===== src/hw/srtc_pkg.sv =====
// shared constants for the serial clock and ram block
package srtc_pkg;
  localparam int unsigned SYS_CLK_HZ = 40000000;
  localparam int unsigned OSC_HZ = 32768;
  localparam int unsigned HUND_PER_SEC = 100;
  localparam int unsigned MEM_WORDS = 64;
  localparam int unsigned ADDR_W = 6;
  localparam int unsigned DATA_W = 8;
  localparam int unsigned FIFO_DEPTH = 32;
  // byte positions in the storage map
  localparam logic [5:0] ADR_HUND = 6'h00;
  localparam logic [5:0] ADR_SEC = 6'h01;
  localparam logic [5:0] ADR_MIN = 6'h02;
  localparam logic [5:0] ADR_HOUR = 6'h03;
  localparam logic [5:0] ADR_DAY = 6'h04;
  localparam logic [5:0] ADR_DATE = 6'h05;
  localparam logic [5:0] ADR_MONTH = 6'h06;
  localparam logic [5:0] ADR_YEAR = 6'h07;
  localparam int unsigned CLOCK_BYTES = 8;
  localparam int unsigned CTRL_BYTES = 12;
  // bcd limits
  localparam logic [7:0] BCD_HUND_MAX = 8'h99;
  localparam logic [7:0] BCD_SEC_MAX = 8'h59;
  localparam logic [7:0] BCD_HOUR_MAX = 8'h23;
  localparam logic [7:0] BCD_DAY_MAX = 8'h07;
  localparam logic [7:0] BCD_MONTH_MAX = 8'h12;
  localparam logic [7:0] BCD_ONE = 8'h01;
  localparam logic [7:0] BCD_FEB = 8'h02;
  localparam logic [7:0] BCD_APR = 8'h04;
  localparam logic [7:0] BCD_JUN = 8'h06;
  localparam logic [7:0] BCD_SEP = 8'h09;
  localparam logic [7:0] BCD_NOV = 8'h11;
  localparam logic [7:0] BCD_D28 = 8'h28;
  localparam logic [7:0] BCD_D29 = 8'h29;
  localparam logic [7:0] BCD_D30 = 8'h30;
  localparam logic [7:0] BCD_D31 = 8'h31;
  localparam logic [7:0] BCD_YEAR_MAX = 8'h99;
  localparam logic [1:0] CENT_MASK = 2'h3;
  localparam int unsigned CENT_LSB = 6;
  // aux reset filtering and pulse length
  localparam int unsigned DEBOUNCE_US = 20;
  localparam int unsigned DEBOUNCE_CYC = (DEBOUNCE_US * (SYS_CLK_HZ / 1000000));
  localparam int unsigned RST_PULSE_US = 40;
  localparam int unsigned RST_PULSE_CYC = (RST_PULSE_US * (SYS_CLK_HZ / 1000000));
  // write lockout after power returns
  localparam int unsigned RECOVERY_US = 200;
  localparam int unsigned RECOVERY_CYC = (RECOVERY_US * (SYS_CLK_HZ / 1000000));
endpackage


===== src/hw/srtc_fifo.sv =====
// small synchronous fifo with valid and ready on both sides
`timescale 1ns/1ps
module srtc_fifo #(
  parameter int WIDTH = 14,
  parameter int DEPTH = 32
) (
  input wire logic sys_clk,
  input wire logic reset_n,
  input wire logic flush,
  input wire logic inValid,
  output logic inReady,
  input wire logic [WIDTH-1:0] inData,
  output logic outValid,
  input wire logic outReady,
  output logic [WIDTH-1:0] outData
);
  localparam int PW = $clog2(DEPTH);
  logic [WIDTH-1:0] mem [DEPTH];
  logic [PW:0] wrPtr_r, wrPtr_nxt, rdPtr_r, rdPtr_nxt;
  logic push, pop;

  assign inReady = (wrPtr_r - rdPtr_r) != (PW+1)'(DEPTH);
  assign outValid = wrPtr_r != rdPtr_r;
  assign push = inValid && inReady;
  assign pop = outValid && outReady;
  assign outData = mem[rdPtr_r[PW-1:0]];

  always_comb
  begin
    wrPtr_nxt = wrPtr_r + (PW+1)'(push);
    rdPtr_nxt = rdPtr_r + (PW+1)'(pop);
    if (flush)
    begin
      wrPtr_nxt = '0;
      rdPtr_nxt = '0;
    end
  end

  always_ff @(posedge sys_clk)
  begin
    if (push)
      mem[wrPtr_r[PW-1:0]] <= inData;
  end

  always_ff @(posedge sys_clk or negedge reset_n)
  begin
    if (!reset_n)
    begin
      wrPtr_r <= '0;
      rdPtr_r <= '0;
    end
    else
    begin
      wrPtr_r <= wrPtr_nxt;
      rdPtr_r <= rdPtr_nxt;
    end
  end
endmodule


===== src/hw/srtc_top.sv =====
// serial clock calendar with 64 byte store and spi slave
`timescale 1ns/1ps
// Notes on behaviour
// - sixty-four bytes of eight bits, all reachable over the serial link.
// - time base comes from a 32768 Hz oscillator tick.
// - eight bytes hold clock and calendar in bcd.
// - twelve further bytes follow as plain storage; no alarm, watchdog or square-wave logic acts on them.
// - byte address steps by one after each data byte read or written.
// - century, year, month, date, day, hour, minute, second, hundredths, 24-hour bcd.
// - month lengths corrected, leap years as every fourth year to 2100.
// - two aux reset inputs debounced; either drives the open-drain reset output.
// - slave only, active only while chip enable is low.
// - msb first; input sampled on each rising serial clock while selected.
// - sequential order clock bytes, control bytes, then user ram to 64.
// - below deselect threshold the access aborts and address clears.
// - below deselect threshold all interface inputs are ignored.
// - below switch-over threshold run from battery, clock keeps counting.
// - above switch-over threshold leave battery, use main supply.
// - writes stay blocked until supply is good plus recovery delay.
// - first bit 1 writes, 0 reads; seven address bits then data bytes.
// - mode 0 or 3; latch on rising edge, shift out on falling.
// - address bit 6 is ignored.
// - chip enable high deselects and floats the serial output.
module srtc_top #(
  parameter int unsigned RECOVERY_CYCLES = srtc_pkg::RECOVERY_CYC,
  parameter int unsigned DEBOUNCE_CYCLES = srtc_pkg::DEBOUNCE_CYC
) (
  input wire logic sys_clk,
  input wire logic reset_n,
  input wire logic oscTick,
  input wire logic chipEnable_n,
  input wire logic serialClk,
  input wire logic serial_in,
  output logic serial_out,
  output logic serialOutEn,
  input wire logic aux_reset_in_a_n,
  input wire logic aux_reset_in_b_n,
  output logic resetOut,
  output logic resetOutEn,
  input wire logic belowDeselect,
  input wire logic belowSwitchover,
  output logic onBattery,
  output logic writeLocked
);
  localparam int AW = srtc_pkg::ADDR_W;
  localparam int DW = srtc_pkg::DATA_W;
  typedef enum logic [1:0] {S_IDLE, S_CMD, S_WDATA, S_RDATA} srtc_state_e;

  logic [DW-1:0] mem [srtc_pkg::MEM_WORDS];
  srtc_state_e state_r, state_nxt;
  logic sclkPrev_r, sclkPrev_nxt;
  logic [2:0] bitCnt_r, bitCnt_nxt;
  logic [DW-1:0] shIn_r, shIn_nxt, shOut_r, shOut_nxt;
  logic [AW-1:0] addr_r, addr_nxt;
  logic outEn_r, outEn_nxt, outBit_r, outBit_nxt;
  logic [31:0] recCnt_r, recCnt_nxt;
  logic [15:0] prescale_r, prescale_nxt;
  logic hundTick;
  logic [DW-1:0] inByte;
  logic rise, fall, sel;
  logic fifoInValid, fifoInReady, fifoOutValid;
  logic [AW+DW-1:0] fifoOutData;
  logic [31:0] dbA_r, dbA_nxt, dbB_r, dbB_nxt, pulse_r, pulse_nxt;

  assign sel = !chipEnable_n && !belowDeselect;
  assign rise = sel && serialClk && !sclkPrev_r;
  assign fall = sel && !serialClk && sclkPrev_r;
  assign inByte = {shIn_r[DW-2:0], serial_in};
  assign onBattery = belowSwitchover;
  assign writeLocked = recCnt_r != 32'h0;
  assign serialOutEn = outEn_r;
  assign serial_out = outBit_r;
  assign fifoInValid = (state_r == S_WDATA) && rise && (bitCnt_r == 3'h7) && !writeLocked && fifoInReady;

  always_comb
  begin
    state_nxt = state_r;
    sclkPrev_nxt = serialClk;
    bitCnt_nxt = bitCnt_r;
    shIn_nxt = shIn_r;
    shOut_nxt = shOut_r;
    addr_nxt = addr_r;
    outEn_nxt = outEn_r;
    outBit_nxt = outBit_r;
    if (!sel)
    begin
      state_nxt = S_IDLE;
      outEn_nxt = 1'b0;
      bitCnt_nxt = 3'h0;
      if (belowDeselect)
        addr_nxt = '0;
    end
    else
    begin
      if (state_r == S_IDLE)
        state_nxt = S_CMD;
      // msb first sampling on rising edge
      if (rise)
      begin
        shIn_nxt = inByte;
        bitCnt_nxt = bitCnt_r + 3'h1;
        if (bitCnt_r == 3'h7)
        begin
          case (state_r)
            S_IDLE, S_CMD:
            begin
              // direction bit then address, bit 6 dropped
              addr_nxt = inByte[AW-1:0];
              if (inByte[DW-1])
                state_nxt = S_WDATA;
              else
              begin
                state_nxt = S_RDATA;
                shOut_nxt = mem[inByte[AW-1:0]];
              end
            end
            S_WDATA:
              // step after each byte, natural wrap
              addr_nxt = addr_r + AW'(1);
            S_RDATA:
            begin
              addr_nxt = addr_r + AW'(1);
              shOut_nxt = mem[addr_r + AW'(1)];
            end
            default:
              state_nxt = S_IDLE;
          endcase
        end
      end
      if (fall && state_r == S_RDATA)
      begin
        outEn_nxt = 1'b1;
        outBit_nxt = shOut_r[DW-1];
        shOut_nxt = {shOut_r[DW-2:0], 1'b0};
      end
    end
  end

  always_comb
  begin
    prescale_nxt = prescale_r;
    hundTick = 1'b0;
    if (oscTick)
    begin
      // accumulator gives 100 steps per 32768 ticks
      if (prescale_r + 16'(srtc_pkg::HUND_PER_SEC) >= 16'(srtc_pkg::OSC_HZ))
      begin
        prescale_nxt = prescale_r + 16'(srtc_pkg::HUND_PER_SEC) - 16'(srtc_pkg::OSC_HZ);
        hundTick = 1'b1;
      end
      else
        prescale_nxt = prescale_r + 16'(srtc_pkg::HUND_PER_SEC);
    end
  end

  always_comb
  begin
    recCnt_nxt = recCnt_r;
    if (belowDeselect)
      recCnt_nxt = RECOVERY_CYCLES;
    else if (recCnt_r != 32'h0)
      recCnt_nxt = recCnt_r - 32'h1;
  end

  // debounce both aux inputs, stretch reset
  always_comb
  begin
    dbA_nxt = aux_reset_in_a_n ? 32'h0 : ((dbA_r < DEBOUNCE_CYCLES) ? dbA_r + 32'h1 : dbA_r);
    dbB_nxt = aux_reset_in_b_n ? 32'h0 : ((dbB_r < DEBOUNCE_CYCLES) ? dbB_r + 32'h1 : dbB_r);
    pulse_nxt = (pulse_r != 32'h0) ? pulse_r - 32'h1 : 32'h0;
    if ((dbA_r == DEBOUNCE_CYCLES - 1) || (dbB_r == DEBOUNCE_CYCLES - 1))
      pulse_nxt = srtc_pkg::RST_PULSE_CYC;
  end
  assign resetOut = 1'b0;
  assign resetOutEn = pulse_r != 32'h0;

  always_ff @(posedge sys_clk or negedge reset_n)
  begin
    if (!reset_n)
    begin
      state_r <= S_IDLE;
      sclkPrev_r <= 1'b0;
      bitCnt_r <= 3'h0;
      shIn_r <= '0;
      shOut_r <= '0;
      addr_r <= '0;
      outEn_r <= 1'b0;
      outBit_r <= 1'b0;
      recCnt_r <= 32'h0;
      prescale_r <= 16'h0;
      dbA_r <= 32'h0;
      dbB_r <= 32'h0;
      pulse_r <= 32'h0;
    end
    else
    begin
      state_r <= state_nxt;
      sclkPrev_r <= sclkPrev_nxt;
      bitCnt_r <= bitCnt_nxt;
      shIn_r <= shIn_nxt;
      shOut_r <= shOut_nxt;
      addr_r <= addr_nxt;
      outEn_r <= outEn_nxt;
      outBit_r <= outBit_nxt;
      recCnt_r <= recCnt_nxt;
      prescale_r <= prescale_nxt;
      dbA_r <= dbA_nxt;
      dbB_r <= dbB_nxt;
      pulse_r <= pulse_nxt;
    end
  end

  // received bytes wait here before reaching storage
  srtc_fifo #(.WIDTH(AW+DW), .DEPTH(srtc_pkg::FIFO_DEPTH)) u_wfifo (
    .sys_clk(sys_clk),
    .reset_n(reset_n),
    .flush(belowDeselect),
    .inValid(fifoInValid),
    .inReady(fifoInReady),
    .inData({addr_r, inByte}),
    .outValid(fifoOutValid),
    .outReady(!hundTick),
    .outData(fifoOutData)
  );

  // bcd increment helper
  function automatic logic [7:0] bcdInc(input logic [7:0] v);
    bcdInc = (v[3:0] == 4'h9) ? {v[7:4] + 4'h1, 4'h0} : {v[7:4], v[3:0] + 4'h1};
  endfunction

  function automatic logic [7:0] monthLen(input logic [7:0] m, input logic [7:0] y);
    if (m == srtc_pkg::BCD_FEB)
      // leap when bcd year divisible by four
      monthLen = ((y[4] ? y[1:0] == 2'h2 : y[1:0] == 2'h0)) ? srtc_pkg::BCD_D29 : srtc_pkg::BCD_D28;
    else if (m == srtc_pkg::BCD_APR || m == srtc_pkg::BCD_JUN || m == srtc_pkg::BCD_SEP || m == srtc_pkg::BCD_NOV)
      monthLen = srtc_pkg::BCD_D30;
    else
      monthLen = srtc_pkg::BCD_D31;
  endfunction

  // next hour value, only its low six bits are used
  logic [7:0] hourInc;
  assign hourInc = bcdInc({2'h0, mem[srtc_pkg::ADR_HOUR][5:0]});

  // storage, map order, bcd carry chain
  always_ff @(posedge sys_clk)
  begin
    if (hundTick)
    begin
      mem[srtc_pkg::ADR_HUND] <= (mem[srtc_pkg::ADR_HUND] == srtc_pkg::BCD_HUND_MAX) ? 8'h00
        : bcdInc(mem[srtc_pkg::ADR_HUND]);
      if (mem[srtc_pkg::ADR_HUND] == srtc_pkg::BCD_HUND_MAX)
      begin
        mem[srtc_pkg::ADR_SEC] <= (mem[srtc_pkg::ADR_SEC] == srtc_pkg::BCD_SEC_MAX) ? 8'h00
          : bcdInc(mem[srtc_pkg::ADR_SEC]);
        if (mem[srtc_pkg::ADR_SEC] == srtc_pkg::BCD_SEC_MAX)
        begin
          mem[srtc_pkg::ADR_MIN] <= (mem[srtc_pkg::ADR_MIN] == srtc_pkg::BCD_SEC_MAX) ? 8'h00
            : bcdInc(mem[srtc_pkg::ADR_MIN]);
          if (mem[srtc_pkg::ADR_MIN] == srtc_pkg::BCD_SEC_MAX)
          begin
            if (mem[srtc_pkg::ADR_HOUR][5:0] == srtc_pkg::BCD_HOUR_MAX[5:0])
            begin
              mem[srtc_pkg::ADR_HOUR][5:0] <= 6'h00;
              mem[srtc_pkg::ADR_DAY] <= (mem[srtc_pkg::ADR_DAY] == srtc_pkg::BCD_DAY_MAX) ? srtc_pkg::BCD_ONE
                : bcdInc(mem[srtc_pkg::ADR_DAY]);
              if (mem[srtc_pkg::ADR_DATE] == monthLen(mem[srtc_pkg::ADR_MONTH], mem[srtc_pkg::ADR_YEAR]))
              begin
                mem[srtc_pkg::ADR_DATE] <= srtc_pkg::BCD_ONE;
                mem[srtc_pkg::ADR_MONTH] <= (mem[srtc_pkg::ADR_MONTH] == srtc_pkg::BCD_MONTH_MAX)
                  ? srtc_pkg::BCD_ONE : bcdInc(mem[srtc_pkg::ADR_MONTH]);
                if (mem[srtc_pkg::ADR_MONTH] == srtc_pkg::BCD_MONTH_MAX)
                begin
                  mem[srtc_pkg::ADR_YEAR] <= (mem[srtc_pkg::ADR_YEAR] == srtc_pkg::BCD_YEAR_MAX) ? 8'h00
                    : bcdInc(mem[srtc_pkg::ADR_YEAR]);
                  if (mem[srtc_pkg::ADR_YEAR] == srtc_pkg::BCD_YEAR_MAX)
                    mem[srtc_pkg::ADR_HOUR][7:6] <= mem[srtc_pkg::ADR_HOUR][7:6] + 2'h1;
                end
              end
              else
                mem[srtc_pkg::ADR_DATE] <= bcdInc(mem[srtc_pkg::ADR_DATE]);
            end
            else
              mem[srtc_pkg::ADR_HOUR][5:0] <= hourInc[5:0];
          end
        end
      end
    end
    else if (fifoOutValid)
      mem[fifoOutData[AW+DW-1:DW]] <= fifoOutData[DW-1:0];
  end
endmodule

===== config.mk =====
export PLATFORM = sky130hd
export DESIGN_NAME = srtc_top
export DESIGN_NICKNAME = d
export VERILOG_FILES = /design/src/hw/srtc_pkg.sv /design/src/hw/srtc_fifo.sv /design/src/hw/srtc_top.sv
export SDC_FILE = /design/constraint.sdc
export NUM_CORES = 2
export LEC_CHECK = 0
export ABC_AREA = 1
export BUFFER_PORTS_ARGS = -buffer_cell sky130_fd_sc_hd__buf_2
export CORE_MARGIN = 2
export CORE_UTILIZATION = 35
export DETAILED_ROUTE_END_ITERATION = 7
export SKIP_CTS_REPAIR_TIMING = 1
export SLEW_MARGIN = 0
export SYNTH_ARGS = -nofsm -noshare
export SYNTH_HDL_FRONTEND = slang
export SYNTH_SLANG_ARGS = --single-unit

===== constraint.sdc =====
create_clock -name sys_clk -period 3.7 [get_ports sys_clk]
set_input_delay 0.555 -clock sys_clk [delete_from_list [all_inputs] [get_ports sys_clk]]
set_output_delay 0.555 -clock sys_clk [all_outputs]
set_load 0.05 [all_outputs]

# == After elaboration in Yosys (flattened, before gate mapping) ==
# Memory sizes are Yosys's and may differ from the RTL's.
# Cells that the tools add are included.
# classes
addsub,28
n_mul,0
div_mod_pow,0
n_lt_le_gt_ge,3
n_eq_ne,34
shifts,0
muxes,118
bitwise,2
reduce_logical,40
# ops
cell,count
two-way mux 32 bit,8
two-way mux 8 bit,24
two-way mux 1 bit,66
adder 32 x 1 -> 32 bit (second input constant),2
equality test 32 x 10 -> 1 bit (second input constant),2
< comparator 32 x 10 -> 1 bit (second input constant),2
nonzero test 32 bit,2
subtractor 32 x 1 -> 32 bit (second input constant),2
adder 4 x 1 -> 4 bit (second input constant),15
two-way mux 6 bit,9
equality test 4 bit (second input constant),8
equality test 8 x 3 -> 1 bit (second input constant),3
adder 16 x 7 -> 16 bit (second input constant),1
equality test 8 x 5 -> 1 bit (second input constant),2
equality test 8 x 7 -> 1 bit (second input constant),2
equality test 8 bit (second input constant),2
greater-or-equal comparator 16 bit (second input constant),1
two-way mux 16 bit,1
case mux 8 bit (2 select lines),1
subtractor 16 bit (second input constant),1
adder 6 x 1 -> 6 bit,2
logical AND 1 bit,12
case mux 6 bit (2 select lines),1
nonzero test 2 bit,6
other kinds (29),50
# word_totals
ff_bits,185
latchBits,0
mem_bits_rw,960
romBits,0
inputBits,10
word_cells,242
mem_count,2
# memory_table
name,words,word_bits,rd,rd_ports_with_merged_regs,write_ports,line,source
mem,64,8,10,0,8,srtc_top.sv:49,logic [DW-1:0] mem [srtc_pkg::MEM_WORDS];
u_wfifo.mem,32,14,1,0,1,srtc_fifo.sv:18,logic [WIDTH-1:0] mem [DEPTH];

# == Logic depth before layout (Yosys ltp) ==
# An unclocked memory read counts as a cell.
# logic_depth
depth_word,21
depth_mapped,22
depth_no_buf,18

# == Cells and area by module ==
# From an unflattened synthesis, not the netlist that was laid out.
# unflattened
cells_unflattened,5802
hier_area_um2,55236.7
# by_module_without_submodules
module,n_inst,cells_each,area_per_inst_um2,seq_area_each_um2
srtc_top,1,4212,36256.0,19653.8
srtc_fifo,1,1590,18980.7,13753.2

# == Least setup slack after synthesis ==
# No wires, ideal clock.
# synth_timing
path_kind,reg2reg
startpoint,register recCnt_r[0]
endpoint,memory u_wfifo.mem[0][0] (enable)
setup_ns,0.384
arrival_ns,3.026
slack_ns,0.290
stages_incl_launch_ff,11
path_buffers,0
period_less_slack_ns,3.410
path_cell_list,dfrtp_1 -> inv_1 -> ha_1 -> nand2_1 -> nor2_1 -> nand3_1 -> inv_1 -> nand3_1 -> nor3_2 -> nand4_1 -> nor2_1
# synth_between
elab_chain_cells,7
# synth_rtl
item,line,source
start: declaration,srtc_top.sv:56,"logic [31:0] recCnt_r, recCnt_nxt;"
start signal: assignment,srtc_top.sv:205,recCnt_r <= recCnt_nxt;
nonzero test 32 bit,srtc_top.sv:70,assign writeLocked = recCnt_r != 32'h0;
via writeLocked,srtc_top.sv:43,output logic writeLocked
logical NOT 1 bit,srtc_top.sv:73,assign fifoInValid = (state_r == S_WDATA) && rise && (bitCnt_r == 3'h7) && !writeLocked && fifoInReady;
logical AND 1 bit (2 in series),srtc_top.sv:73,
logical AND 1 bit,srtc_fifo.sv:24,assign push = inValid && inReady;
two-way mux 1 bit,srtc_fifo.sv:41,if (push)
two-way mux 1 bit (not written as such),srtc_fifo.sv:42,mem[wrPtr_r[PW-1:0]] <= inData;
end: declaration,srtc_fifo.sv:18,
# The timed path passes the listed nets, and every way through them passes these cells.

==> flow_summary.yaml <==
status:
  status: "completed"
die:
  rows: 145
  full_die_area_mm2: 0.160
  floorplan.initialDensity: 0.352
  fp.dieH_um: 400
  design.portCount: 16
  core_region_area_mm2: 0.156
  die_w_um: 400
hold_path:
  timing.hold.worst.class: "input pin to flip-flop"
  worst_hold_path.num_cells: 2
  whs_endpoint: "prescale_r[15]$_DFFE_PN0P_"
  timing.hold.worst.start: "oscTick"
placement:
  finalWeightedCongestion: 0.912
  place_hpwl_um: 101000
  quantity_of_i_o_buffers_inserted_on_ports: 12
  post_dp_cell_area_mm2: 0.0583
  pre_cts_worst_setup_slack_ns: -0.0755
critical_path:
  worstSetupEndpointType: "flip-flop"
  worst-r2r-setup-slack_ns: 0.18
  startpoint_type: "flip-flop"
  worstReg2RegEnd: "mem[6][6]$_DFFE_PP_"
  timing.critical_path.slowest_stage_cell: "sky130_fd_sc_hd__dfrtp_4"
  cp_cell_sequence: "inv_4 > buf_12 > nand3_1 > nand3_1 > nand2_1 > nand2_1 > nand2_1 > nand2_1 > and2_1 > nand2_2 > nor2_8 > buf_4 > nand2_2 > o21ai_0"
  worst_path_most_repeated_cell: "sky130_fd_sc_hd__nand2_1"
  timing.setup.critical_path_class: "flip-flop to flip-flop"
  cp.arrival_ns: 3.90
  worst-r2r-cell-count: 14
  r2r_start: "u_wfifo.rdPtr_r[1]$_DFF_PN0_"
  timing.critical_path.required_ns: 4.08
  critPathMaxStageDelay_ns: 0.51
  largest_fanout_on_the_critical_path: 46
synthesis:
  ys_top_cells_by_count: "sky130_fd_sc_hd__nand2_1, sky130_fd_sc_hd__edfxtp_1, sky130_fd_sc_hd__nand3_1, sky130_fd_sc_hd__nor2_1, sky130_fd_sc_hd__o21ai_0"
  synth-edff-count: 960
  netlist_area_mm2: 0.0550
  synth_ff_type: "sky130_fd_sc_hd__edfxtp_1"
  yosys_warnings: 0
  synth.lib_cells_used.distinct: 56
  postSynthNetCount: 5830
  leading_area_contributor_after_synthesis: "sky130_fd_sc_hd__edfxtp_1"
  synthesis.instances: 5777
  synthTopCellsByArea: "sky130_fd_sc_hd__edfxtp_1, sky130_fd_sc_hd__nand3_1, sky130_fd_sc_hd__dfrtp_1, sky130_fd_sc_hd__nand2_1, sky130_fd_sc_hd__nor2_1"
  synth_seq_cells: 1143
  syn_area_per_cell_um2: 9.52
  post-synth-top-count-cell: "sky130_fd_sc_hd__nand2_1"
  synthDominantCellAreaShare: 0.524
  yosysSeqAreaShare: 0.607
  asyncSetResetFlopFracSynth: 0.160
cells_and_area:
  utilization_after_layout: 0.401
  area_growth_pct: 14.0
  finish.instance_area_mm2: 0.0627
  insertedDiodeCount: 0
  layout-drive-gt1-share: 0.0862
  finalNetCount: 5848
pwr:
  power.share.combinational: 0.166
  max-vdd-ir-drop_uv: 356
  powerDensity_mw_per_mm2: 533
  seqPwrFrac: 0.443
  clock_power_share: 0.391
  switching_share: 0.290
  total_power_w: 0.0334
  p_leak_nw: 24.3
  cell_internal_pwr_w: 0.0237
  netSwitchingPower_w: 0.00968
clock_network:
  cts.htree.levels: 4
  cts_made_buffers: 131
  cts.root.buffer_cell: "sky130_fd_sc_hd__clkbuf_16"
  clock-sinks: 1143
  clk_transition_reported_paths_ns: 0.06
  ctsLongestPathBuffers: 3
  clock_insertion_delay_worst_skew_ns: 0.77
  tritoncts: "done"
drt:
  first_pass_iters: 6
  post-route-drc-count: 0
  drt.antenna.violating_nets: 0
  post_drt_via_cell_ratio: 5.41
  wl_um: 166000
  route.detailed.wl_per_inst_um: 20.9
  routed-via-count: 43000
  drt_iter0_drc: 5188
global_routing:
  grt_util_all_layers: 0.203
  grt_pass1_wl_um: 253000
  grt_pass1_vias: 41600
  globalRouteOverflowTotal: 0
  maximum_number_of_pins_on_one_net_before_global_route_repair: 173
  initial_antenna_violation_count: 1
sta:
  fin_worst_hold_slack_ns: 0.108
  timing.final.crit_share: 0.950
  maxSlewHeadroom: 0.300
  timing.final.hold_violations: 0
  unrepaired_setup_endpoints_after_global_routing: "yes"
  fin_crit_ns: 3.52
  worst_clock_skew_ns: 0.0297
  min_setup_slack_post_route_ns: 0.185
  timing.final.setup_violations: 0
  final_max_slew_viol_count: 0
  timing.fmax_mhz: 284
  worst_slew_pin_slew_ns: 1.05
flow_run:
  cap_violations: 0
flip-flops by register name, indices dropped and copies added (netlist names), 3 cells and up:
| signal | cells |
|---|---|
| dbB_r | 32 |
| bitCnt_r | 3 |
| u_wfifo.rdPtr_r | 6 |
| dbA_r | 32 |
| shOut_r | 8 |
| u_wfifo.mem | 448 |
| mem | 512 |
| recCnt_r | 32 |
| shIn_r | 7 |
| addr_r | 6 |
| pulse_r | 32 |
| prescale_r | 14 |
| u_wfifo.wrPtr_r | 6 |
layout by cell type (no fill, tap or decap), types with 53 or more instances in the layout:
| master | count |
|---|---|
| sky130_fd_sc_hd__a21oi_1 | 175 |
| sky130_fd_sc_hd__buf_4 | 177 |
| sky130_fd_sc_hd__clkbuf_16 | 136 |
| sky130_fd_sc_hd__dfrtp_1 | 175 |
| sky130_fd_sc_hd__edfxtp_1 | 960 |
| sky130_fd_sc_hd__inv_1 | 363 |
| sky130_fd_sc_hd__nand2_1 | 1212 |
| sky130_fd_sc_hd__nand3_1 | 955 |
| sky130_fd_sc_hd__nor2_1 | 642 |
| sky130_fd_sc_hd__nor3_1 | 53 |
| sky130_fd_sc_hd__o211ai_1 | 75 |
| sky130_fd_sc_hd__o21ai_0 | 417 |
| sky130_fd_sc_hd__xor2_1 | 54 |
critical path, delay by kind of cell, from the launching register on:
family	cells	cell delay (ns)
AND/OR/NAND/NOR	10	1.62
buffers and inverters	3	0.65
flip-flops	1	0.51
AO/OA/AOI/OAI	1	0.27
logic make-up (layout without fill, tap and decap cells):
logic type,after synthesis,count (layout),synth area share
AND/OR/NAND/NOR,2977,2977,0.232
flip-flops,1143,1143,0.607
AO/OA/AOI/OAI,797,797,0.0816
buffers and inverters,726,843,0.0544
XOR/XNOR,90,90,0.0143
adder cells (fa/ha/maj),43,43,0.00978
other,1,1,0.0000682
cell type report:
cell class / count / area [um2]
multi-input combinational: 3908 / 18700
inverter: 381 / 1460
tap: 2058 / 2570
timing repair buffer: 230 / 2200
fill: 15000 / 93500
clock inverter: 62 / 709
clock buffer: 170 / 3580
sequential: 1143 / 33400
metal layers:
metal,up-vias,share of wire,routed length [um],GRT usage
li1,20000,-,-,-
met1,20700,0.42,69700,0.272
met2,1992,0.46,75900,0.319
met3,392,0.083,13800,0.0402
met4,0,0.041,6780,0.0879
met5,-,0,0,0
worst max path at each step:
stage | from | to | slack, ns | cells after the start
final | u_wfifo.rdPtr_r[1]$_DFF_PN0_ | mem[6][6]$_DFFE_PP_ | 0.18 | 14
after CTS | u_wfifo.rdPtr_r[0]$_DFF_PN0_ | mem[39][5]$_DFFE_PP_ | -0.09 | 14
after global routing | u_wfifo.rdPtr_r[0]$_DFF_PN0_ | mem[36][5]$_DFFE_PP_ | -0.007 | 16
after global placement | u_wfifo.rdPtr_r[0]$_DFF_PN0_ | mem[39][5]$_DFFE_PP_ | -0.01 | 14
after detailed placement | u_wfifo.rdPtr_r[0]$_DFF_PN0_ | mem[39][3]$_DFFE_PP_ | -0.08 | 14
after floorplan | recCnt_r[0]$_DFFE_PN0P_ | u_wfifo.mem[0][0]$_DFFE_PP_ | 0.29 | 10
through the flow:
stage | setup TNS [ns] | instances
global route | -0.0390 | 7952
detailed placement | -1.41 | 7718
CTS | -1.41 | 7950
floorplan | 0 | 5777
global placement | -0.117 | 7718
finish | 0 | 7952
power by group through the flow:
stage          Sequential, W  Clock, W  Combinational [W]
2_1_floorplan         0.0151         0            0.00315
6_report              0.0148    0.0131            0.00554
3_3_place_gp          0.0150         0            0.00537
5_1_grt               0.0148    0.0138            0.00596
3_5_place_dp          0.0150         0            0.00545
4_1_cts               0.0148    0.0133            0.00546
No activity file was read; power rests on OpenSTA's default activity.
